File: src/core/cmp_defines.svh
// Register offsets, field positions, reset values and timing counts for the comparator control
`ifndef CMP_DEFINES_SVH
`define CMP_DEFINES_SVH

`define ADDR_CONTROL        4'h0
`define ADDR_DAC            4'h2
`define ADDR_STATUS         4'h4
`define ADDR_MASK           4'h6

`define CTRL_ENABLE_BIT     15
`define CTRL_IDLE_BIT       13
`define CTRL_SEL_HI         7
`define CTRL_SEL_LO         6
`define CTRL_EXTERNAL_DAC_REFERENCE_BIT     5
`define CTRL_STATE_BIT      3
`define CTRL_POL_BIT        1
`define CTRL_RANGE_BIT      0

`define CTRL_RESET          16'h0000
`define DAC_RESET           10'h000
`define DAC_WIDTH           10

`define EVT_RISE_BIT        0
`define EVT_FALL_BIT        1
`define EVT_WIDTH           2

`define CLK_PERIOD_PS       5000
`define FILTER_TIME_PS      66000
`define FILTER_CYCLES       ((`FILTER_TIME_PS + `CLK_PERIOD_PS - 1) / `CLK_PERIOD_PS)

`endif

File: src/core/cmp_pkg.sv
// Types shared by the comparator control logic
package cmp_pkg;
    typedef enum logic [1:0] {
        RANGE_HALF_SUPPLY,
        RANGE_INTERNAL,
        RANGE_EXTERNAL
    } dac_range_t;

    typedef enum logic [1:0] {
        POWER_RUN,
        POWER_IDLE,
        POWER_SLEEP
    } power_mode_t;
endpackage

File: src/core/analog_comparator_control.sv
// Digital control and output routing for one fast analog comparator
//
// The register offsets and strobed register access were left to the implementer.
`timescale 1ns/1ps
`include "cmp_defines.svh"
// How it works
// - Polarity select inverts or passes comparator result
// - Active edge of result can raise interrupt
// - Active result pulse triggers ADC conversion
// - Active result ends PWM pulse early
// - Active result cuts PWM period short
// - Active result latches fault, disabling PWM
// - One filtered result feeds all enabled consumers but wake together
// - Raw result wakes system from Sleep/Idle
// - Inverting input fixed to DAC output
// - Source selection drives positive-input mux lines
// - Software 10-bit code drives reference DAC
// - Range mux: half supply, 1.2V, external
// - Disabled module powers down comparator, DAC
// - Two-bit select picks one of four pins
// - Filter hides short pulses; bypass when asleep
// - One-cycle pulse for ADC and interrupt
// - Any group halt-in-idle disables all in Idle
module analog_comparator_control
    import cmp_pkg::*;
(
    input  wire logic                      clk,
    input  wire logic                      reset_n,
    input  wire logic [3:0]                reg_addr,
    input  wire logic [15:0]               reg_wdata,
    input  wire logic                      reg_write,
    input  wire logic                      reg_read,
    output logic      [15:0]               reg_rdata,
    output logic                           irq,
    input  wire logic                      comparator_raw,
    input  wire cmp_pkg::power_mode_t      power_mode,
    input  wire logic                      group_halt_during_idle,
    output logic                           halt_during_idle,
    output logic      [3:0]                source_pin_select,
    output logic                           dac_negative_input_select,
    output logic      [`DAC_WIDTH-1:0]     dac_code,
    output cmp_pkg::dac_range_t            dac_range,
    output logic                           external_dac_reference,
    output logic                           internal_dac_reference,
    output logic                           analog_power_enable,
    output logic                           comparator_result,
    output logic                           adc_trigger,
    output logic                           pwm_duty_limit,
    output logic                           pwm_period_truncate,
    output logic                           pwm_fault,
    input  wire logic                      pwm_fault_clear,
    output logic                           wake_request
);
    import cmp_pkg::*;

    // ****************************************
    // Configuration registers
    // ****************************************
    logic                  enable;
    logic                  output_inversion;
    logic [1:0]            sel_code;
    logic                  ext_ref;
    logic                  range_high;
    logic                  idle_halt;
    logic [`DAC_WIDTH-1:0] dac_value;
    logic [`EVT_WIDTH-1:0] status;
    logic [`EVT_WIDTH-1:0] mask;

    // ****************************************
    // Decoding helpers
    // ****************************************
    function automatic logic [3:0] decode_select(input logic [1:0] code);
        decode_select = 4'h1 << code;
    endfunction

    function automatic logic hit(input logic [3:0] addr, input logic [3:0] target);
        hit = (addr == target);
    endfunction

    // Idle halt from any comparator of the group stops all of them
    function automatic logic idle_halted(input power_mode_t mode, input logic own_halt,
                                         input logic group_halt);
        idle_halted = (mode == POWER_IDLE) && (own_halt || group_halt);
    endfunction

    // ****************************************
    // Register write decode
    // ****************************************
    logic write_control;
    logic write_dac;
    logic write_status;
    logic write_mask;

    // Strobes are one cycle long, so each decode is a one-cycle pulse too
    assign write_control = reg_write && hit(reg_addr, `ADDR_CONTROL);
    assign write_dac     = reg_write && hit(reg_addr, `ADDR_DAC);
    assign write_status  = reg_write && hit(reg_addr, `ADDR_STATUS);
    assign write_mask    = reg_write && hit(reg_addr, `ADDR_MASK);

    always_ff @(posedge clk or negedge reset_n) begin
        if (!reset_n) begin
            enable           <= 1'b0;
            output_inversion <= 1'b0;
            sel_code         <= 2'h0;
            ext_ref          <= 1'b0;
            range_high       <= 1'b0;
            idle_halt        <= 1'b0;
        end else if (write_control) begin
            // Read-only and reserved bits are not stored
            enable           <= reg_wdata[`CTRL_ENABLE_BIT];
            idle_halt        <= reg_wdata[`CTRL_IDLE_BIT];
            sel_code         <= reg_wdata[`CTRL_SEL_HI:`CTRL_SEL_LO];
            ext_ref          <= reg_wdata[`CTRL_EXTERNAL_DAC_REFERENCE_BIT];
            output_inversion <= reg_wdata[`CTRL_POL_BIT];
            range_high       <= reg_wdata[`CTRL_RANGE_BIT];
        end
    end

    always_ff @(posedge clk or negedge reset_n) begin
        if (!reset_n) begin
            dac_value <= `DAC_RESET;
        end else if (write_dac) begin
            // Upper data bits are reserved and dropped
            dac_value <= reg_wdata[`DAC_WIDTH-1:0];
        end
    end

    // ****************************************
    // Analog steering
    // ****************************************
    logic       active;
    logic [3:0] decoded_select;

    assign active = enable &&
                    !idle_halted(power_mode, idle_halt, group_halt_during_idle);

    assign halt_during_idle          = idle_halt;
    assign analog_power_enable       = active;
    assign dac_negative_input_select = 1'b1;
    assign decoded_select            = decode_select(sel_code);
    assign dac_code                  = dac_value;
    assign external_dac_reference    = ext_ref;
    assign internal_dac_reference    = !ext_ref && !range_high;

    // Select lines drop while the module is off, freeing the pads
    generate
        for (genvar p = 0; p < 4; p++) begin : g_source
            assign source_pin_select[p] = active && decoded_select[p];
        end
    endgenerate

    // ****************************************
    // Reference range
    // ****************************************
    // External reference overrides the range bit
    always_comb begin
        if (ext_ref) begin
            dac_range = RANGE_EXTERNAL;
        end else if (range_high) begin
            dac_range = RANGE_HALF_SUPPLY;
        end else begin
            dac_range = RANGE_INTERNAL;
        end
    end

    // ****************************************
    // Synchroniser and glitch filter
    // ****************************************
    logic       sync_first;
    logic       sync_second;
    logic       polar;
    logic [3:0] stable_count;
    logic       filtered;
    logic       filtered_prev;

    always_ff @(posedge clk or negedge reset_n) begin
        if (!reset_n) begin
            sync_first  <= 1'b0;
            sync_second <= 1'b0;
        end else begin
            // Only the second stage feeds logic; the first may be metastable
            sync_first  <= comparator_raw;
            sync_second <= sync_first;
        end
    end

    // An inactive module reports no result, whatever the pin does
    assign polar = active && (sync_second ^ output_inversion);

    // ****************************************
    // Glitch filter
    // ****************************************
    // Count is fixed for this clock rate; another clock needs new timing values
    localparam logic [3:0] FILTER_LAST = 4'(`FILTER_CYCLES - 1);

    // Level must hold the full filter time before it is believed
    always_ff @(posedge clk or negedge reset_n) begin
        if (!reset_n) begin
            stable_count <= 4'h0;
            filtered     <= 1'b0;
        end else if (polar == filtered) begin
            stable_count <= 4'h0;
        end else if (stable_count == FILTER_LAST) begin
            stable_count <= 4'h0;
            filtered     <= polar;
        end else begin
            stable_count <= stable_count + 4'h1;
        end
    end

    // ****************************************
    // Edge detection
    // ****************************************
    // Previous filtered level, for the one-cycle pulses
    always_ff @(posedge clk or negedge reset_n) begin
        if (!reset_n) begin
            filtered_prev <= 1'b0;
        end else begin
            filtered_prev <= filtered;
        end
    end

    // ****************************************
    // Consumers
    // ****************************************
    logic rise_pulse;
    logic fall_pulse;
    logic asleep;

    assign rise_pulse = filtered && !filtered_prev;
    assign fall_pulse = !filtered && filtered_prev;
    assign asleep     = (power_mode != POWER_RUN);

    // All consumers but the wake path see the same filtered level in the same cycle
    assign comparator_result   = filtered;
    assign pwm_duty_limit      = filtered;
    assign pwm_period_truncate = filtered;
    assign adc_trigger         = rise_pulse;

    // Clock may be gated when asleep, so this path skips synchroniser and filter
    assign wake_request = asleep && enable &&
                          !idle_halted(power_mode, idle_halt, group_halt_during_idle) &&
                          (comparator_raw ^ output_inversion);

    // ****************************************
    // PWM fault latch
    // ****************************************
    // A live fault wins over the clear, so the outputs stay safe

    always_ff @(posedge clk or negedge reset_n) begin
        if (!reset_n) begin
            pwm_fault <= 1'b0;
        end else if (filtered) begin
            pwm_fault <= 1'b1;
        end else if (pwm_fault_clear) begin
            pwm_fault <= 1'b0;
        end
    end

    // ****************************************
    // Interrupt status and mask
    // ****************************************
    logic [`EVT_WIDTH-1:0] events;
    // Bit zero marks a rise of the result, bit one a fall
    assign events = {fall_pulse, rise_pulse};

    logic [`EVT_WIDTH-1:0] clear_request;
    assign clear_request = write_status ? reg_wdata[`EVT_WIDTH-1:0] : '0;

    // A new event wins over a write-one clear in the same cycle
    generate
        for (genvar e = 0; e < `EVT_WIDTH; e++) begin : g_status
            always_ff @(posedge clk or negedge reset_n) begin
                if (!reset_n) begin
                    status[e] <= 1'b0;
                end else if (events[e]) begin
                    status[e] <= 1'b1;
                end else if (clear_request[e]) begin
                    status[e] <= 1'b0;
                end
            end
        end
    endgenerate

    always_ff @(posedge clk or negedge reset_n) begin
        if (!reset_n) begin
            mask <= '0;
        end else if (write_mask) begin
            // Mask bits line up with the status bits
            mask <= reg_wdata[`EVT_WIDTH-1:0];
        end
    end

    // ****************************************
    // Interrupt output
    // ****************************************
    // Wake path is included so an unclocked core still sees the request
    assign irq = |(status & mask) || wake_request;

    // ****************************************
    // Read port
    // ****************************************
    logic [15:0] control_word;
    logic [15:0] next_rdata;

    // Read-only state bit shows the filtered, polarity-adjusted result
    always_comb begin
        control_word                            = 16'h0000;
        control_word[`CTRL_ENABLE_BIT]          = enable;
        control_word[`CTRL_IDLE_BIT]            = idle_halt;
        control_word[`CTRL_SEL_HI:`CTRL_SEL_LO] = sel_code;
        control_word[`CTRL_EXTERNAL_DAC_REFERENCE_BIT]          = ext_ref;
        control_word[`CTRL_STATE_BIT]           = filtered;
        control_word[`CTRL_POL_BIT]             = output_inversion;
        control_word[`CTRL_RANGE_BIT]           = range_high;
    end

    // Unmapped offsets read zero; the port idles at zero between reads
    always_comb begin
        next_rdata = 16'h0000;
        if (reg_read) begin
            case (reg_addr)
                `ADDR_CONTROL: begin
                    next_rdata = control_word;
                end
                `ADDR_DAC: begin
                    next_rdata = {6'h00, dac_value};
                end
                `ADDR_STATUS: begin
                    next_rdata = {14'h0000, status};
                end
                `ADDR_MASK: begin
                    next_rdata = {14'h0000, mask};
                end
                default: begin
                    next_rdata = 16'h0000;
                end
            endcase
        end
    end

    always_ff @(posedge clk or negedge reset_n) begin
        if (!reset_n) begin
            reg_rdata <= 16'h0000;
        end else begin
            reg_rdata <= next_rdata;
        end
    end
endmodule

File: config.mk
export PLATFORM = sky130hd
export DESIGN_NAME = analog_comparator_control
export DESIGN_NICKNAME = d
export VERILOG_FILES = /design/src/core/cmp_pkg.sv /design/src/core/analog_comparator_control.sv
export VERILOG_INCLUDE_DIRS = /design/src /design/src/core
export SDC_FILE = /design/constraint.sdc
export NUM_CORES = 1
export LEC_CHECK = 0
export ABC_AREA = 1
export BUFFER_PORTS_ARGS = -buffer_cell sky130_fd_sc_hd__buf_2
export CAP_MARGIN = 20
export CORE_MARGIN = 4
export CORE_UTILIZATION = 48
export CTS_CLUSTER_DIAMETER = 80
export DETAILED_ROUTE_END_ITERATION = 7
export PLACE_DENSITY = 0.78
export RECOVER_POWER = 25
export SLEW_MARGIN = 15
export SYNTH_ARGS = -nofsm -noshare
export SYNTH_HDL_FRONTEND = slang
export SYNTH_SLANG_ARGS = --single-unit
File: constraint.sdc
create_clock -name clk -period 1.15 [get_ports clk]
set_input_delay 0.0575 -clock clk [delete_from_list [all_inputs] [get_ports clk]]
set_output_delay 0.0575 -clock clk [all_outputs]
set_load 0.02 [all_outputs]
==> flow_summary.toml <==
[grt]
grt_first_pass_wirelength_um = 7450
antenna_found_initial = 0
grt.total_usage = 0.194
grt_pass1_vias = 1651
grt_max_degree = 28
grt-ovfl-total = 0

[setup_path]
cp-end-kind = "output pin"
crit_path_start_kind = "flip-flop"
critPathMaxFanout = 5
crit_type = "flip-flop to output pin"
rr_worst_depth = 9
worstPathRequired_ns = 1.09
crit_arrival_ns = 1.31

[place]
dpl.hpwl_um = 3270
placed_area_um2 = 2270
io_buffer_count = 63
gp_congestion = 0.849

[logic_synthesis]
ys_seq_area_frac = 0.551
synth_common_cells = "42 x dfrtp_1, 37 x nand2_1, 33 x inv_1, 22 x o21ai_0, 14 x nor2_1"
synth.most_common_cell = "dfrtp_1"
ys_types = 22
synth.area.top_cells = "dfrtp_1 55%, nand2_1 7.3%, inv_1 6.5%, o21ai_0 5.8%, buf_4 3.9%"
synth_top_family_by_area = "simple AND/OR/NAND/NOR gates"
synth_area_um2 = 1910
synth_area_per_cell_um2 = 9.04
synthArstFlopShare = 1.00
synth_edf_count = 0
synth_adder_area_share = 0.0131
yosys.area_share.xor_xnor = 0.00459
netlist.area_leader.share = 0.551
synth-main-ff-cell = "dfrtp_1"
yosysWarnings = 0
syn_inst = 211
synthSimpleGateAreaFrac = 0.219
muxShareOfSynthArea = 0
synth_top_area_cell = "dfrtp_1"
synth-seq-cells = 42
synth_compound_area_frac = 0.0919

[drt]
dr.pass1.iters = 4
drcViolationCount = 0
first_iter_violations = 101
vias = 1649
avgViaCountPerCell = 4.79
wl_um = 4570
ant_nets = 0
wire_per_inst_um = 13.3

[timing]
hold_viol_final = 0
clock.fmax_ghz = 0.729
worst_pin_slew_ns = 0.513
fin_ws_ns = -0.222
drv_slew = 0
hold_ws_ns = 0.00985
timing.final.crit_share = 1.19
setup_viol_count_final = 14
tns_ns = -1.54
finalCriticalPeriod_ns = 1.37
max_slew_margin = 0.657
rsz0062_at_grt = "yes"
skew_ns = 0.00353

[clocking]
cts_root_buf = "clkbuf_8"
clockBufferDepth = 2
cts_tree = "built"
ctsHtreeMaxLevel = 2
cts.sinks = 42
numCtsBuffers = 5
clock_latency_ns = 0.29
clkTransAtPathRegs_ns = 0.08

[power_and_ir_drop]
pwr-share-comb = 0.353
p_sw_frac = 0.370
pwr-share-clk = 0.213
seq_power_share = 0.434
p_total_uw = 4590
switching_power_uw = 1700
ir_drop_v = 0.00106
power.density_nw_per_um2 = 1790
p_leak_uw = 0.00137
p_int_uw = 2890

[worst_hold_path]
min_path_type = "primary input to flip-flop"
hold_path_depth = 3

[floorplan]
io_pins = 73
num_rows = 22
die_y_um = 71.0
die-area_um2 = 5050
die_w_um = 71.0
placeableCoreArea_um2 = 3740
floorplan.initialDensity = 0.509

[finish]
finalNetCount = 326
area_growth_syn_to_layout_pct = 34.4
drive_gt1_frac = 0.341
antennaDiodeCount = 0
postLayoutCellArea_um2 = 2560

[status]
violations = "setup timing"
status = "complete, but fails checks"

[flow_run]
drv_cap = 0
[area by class of cell]
cell class / instances / area, um2
Clock buffer: 7 / 86.3
Clock inverter: 1 / 5.00
Fill cell: 317 / 1180
Inverter: 33 / 124
Multi-Input combinational cell: 127 / 684
Sequential cell: 42 / 1050
Tap cell: 48 / 60.1
Timing Repair Buffer: 86 / 551
[cells by family after synthesis]
logic type               Yosys count
AO/OA/AOI/OAI                     32
other                              2
XOR/XNOR                           1
AND/OR/NAND/NOR                   87
flip-flops                        42
buffers and inverters             45
adder cells (fa/ha/maj)            2
[flip-flops by register name, indices dropped and copies added, names as in the netlist]
register / cells
range_high: 1
sync_second: 1
status: 2
enable: 1
output_inversion: 1
stable_count: 4
reg_rdata: 12
dac_code: 10
mask: 2
pwm_fault: 1
filtered_prev: 1
halt_during_idle: 1
comparator_result: 1
external_dac_reference: 1
sel_code: 2
sync_first: 1
[metal layers]
layer	share of wire	global-route usage	routed length, um
met1	0.42	0.231	1910
met2	0.52	0.325	2360
met3	0.050	0.0582	227
met4	0.016	0.0856	75
met5	0	0	0
[path summary, 6_finish.rpt]
| kind | startpoint | endpoint | slack (ns) |
|---|---|---|---|
| max in group asynchronous | reset_n | dac_code[9]$_DFFE_PN0P_ | 0.19 |
| setup reg to reg | halt_during_idle$_DFFE_PN0P_ | stable_count[1]$_DFF_PN0_ | -0.05 |
| hold / removal | reg_wdata[9] | dac_code[9]$_DFFE_PN0P_ | 0.01 |
| setup / recovery | halt_during_idle$_DFFE_PN0P_ | irq | -0.22 |
| min in group asynchronous | reset_n | reg_rdata[2]$_DFF_PN0_ | 0.21 |
| hold reg to reg | sync_first$_DFF_PN0_ | sync_second$_DFF_PN0_ | 0.37 |
[through the flow]
| stage | std cells | setup slack [ns] | util |
|---|---|---|---|
| after global routing | 344 | -0.314 | 0.684 |
| after global placement | 320 | 0.000681 | 0.606 |
| after floorplan | 214 | -0.148 | - |
| after detailed placement | 320 | -0.0589 | 0.606 |
| after CTS | 344 | -0.213 | 0.683 |
| final | 344 | -0.222 | 0.684 |
[power by group through the flow]
| stage | Combinational [uW] | Sequential, uW | Clock [uW] |
|---|---|---|---|
| 4_1_cts | 1610 | 1990 | 996 |
| 5_1_grt | 1810 | 2030 | 1060 |
| 3_3_place_gp | 1440 | 1990 | 0 |
| 6_report | 1620 | 1990 | 977 |
| 3_5_place_dp | 1470 | 2000 | 0 |
| 2_1_floorplan | 831 | 2160 | 0 |
[worst max-delay path: stages (launching register included)]
cell	delay [ns]
dfrtp_2	0.41
inv_2	0.07
nand2_2	0.05
nand2_2	0.08
nand2_4	0.08
inv_2	0.07
nand2_2	0.07
nand3_2	0.08
buf_6	0.11
[cells in the final DEF, fill, tap and decap left out, types with 4 or more instances in the layout]
| cell type | instances |
|---|---|
| inv_2 | 4 |
| nand3_1 | 10 |
| clkbuf_8 | 6 |
| nand2_2 | 4 |
| nor3_1 | 10 |
| buf_6 | 4 |
| o21ai_0 | 21 |
| inv_1 | 29 |
| dlygate4sd3_1 | 13 |
| conb_1 | 5 |
| and2_1 | 4 |
| nor2_2 | 4 |
| buf_4 | 12 |
| nor2_1 | 12 |
| buf_2 | 53 |
| nand2_1 | 32 |
| o22ai_1 | 4 |
| dfrtp_1 | 41 |
[repair_timing]
action	in CTS	in global routing
endpoints found under the hold margin	55	0
pin swaps	3	1
gates resized for setup	15	10
endpoints found under the setup margin	8	14
hold buffers	13	0
buffers inserted	3	0
No activity file was read; power rests on OpenSTA's default activity.
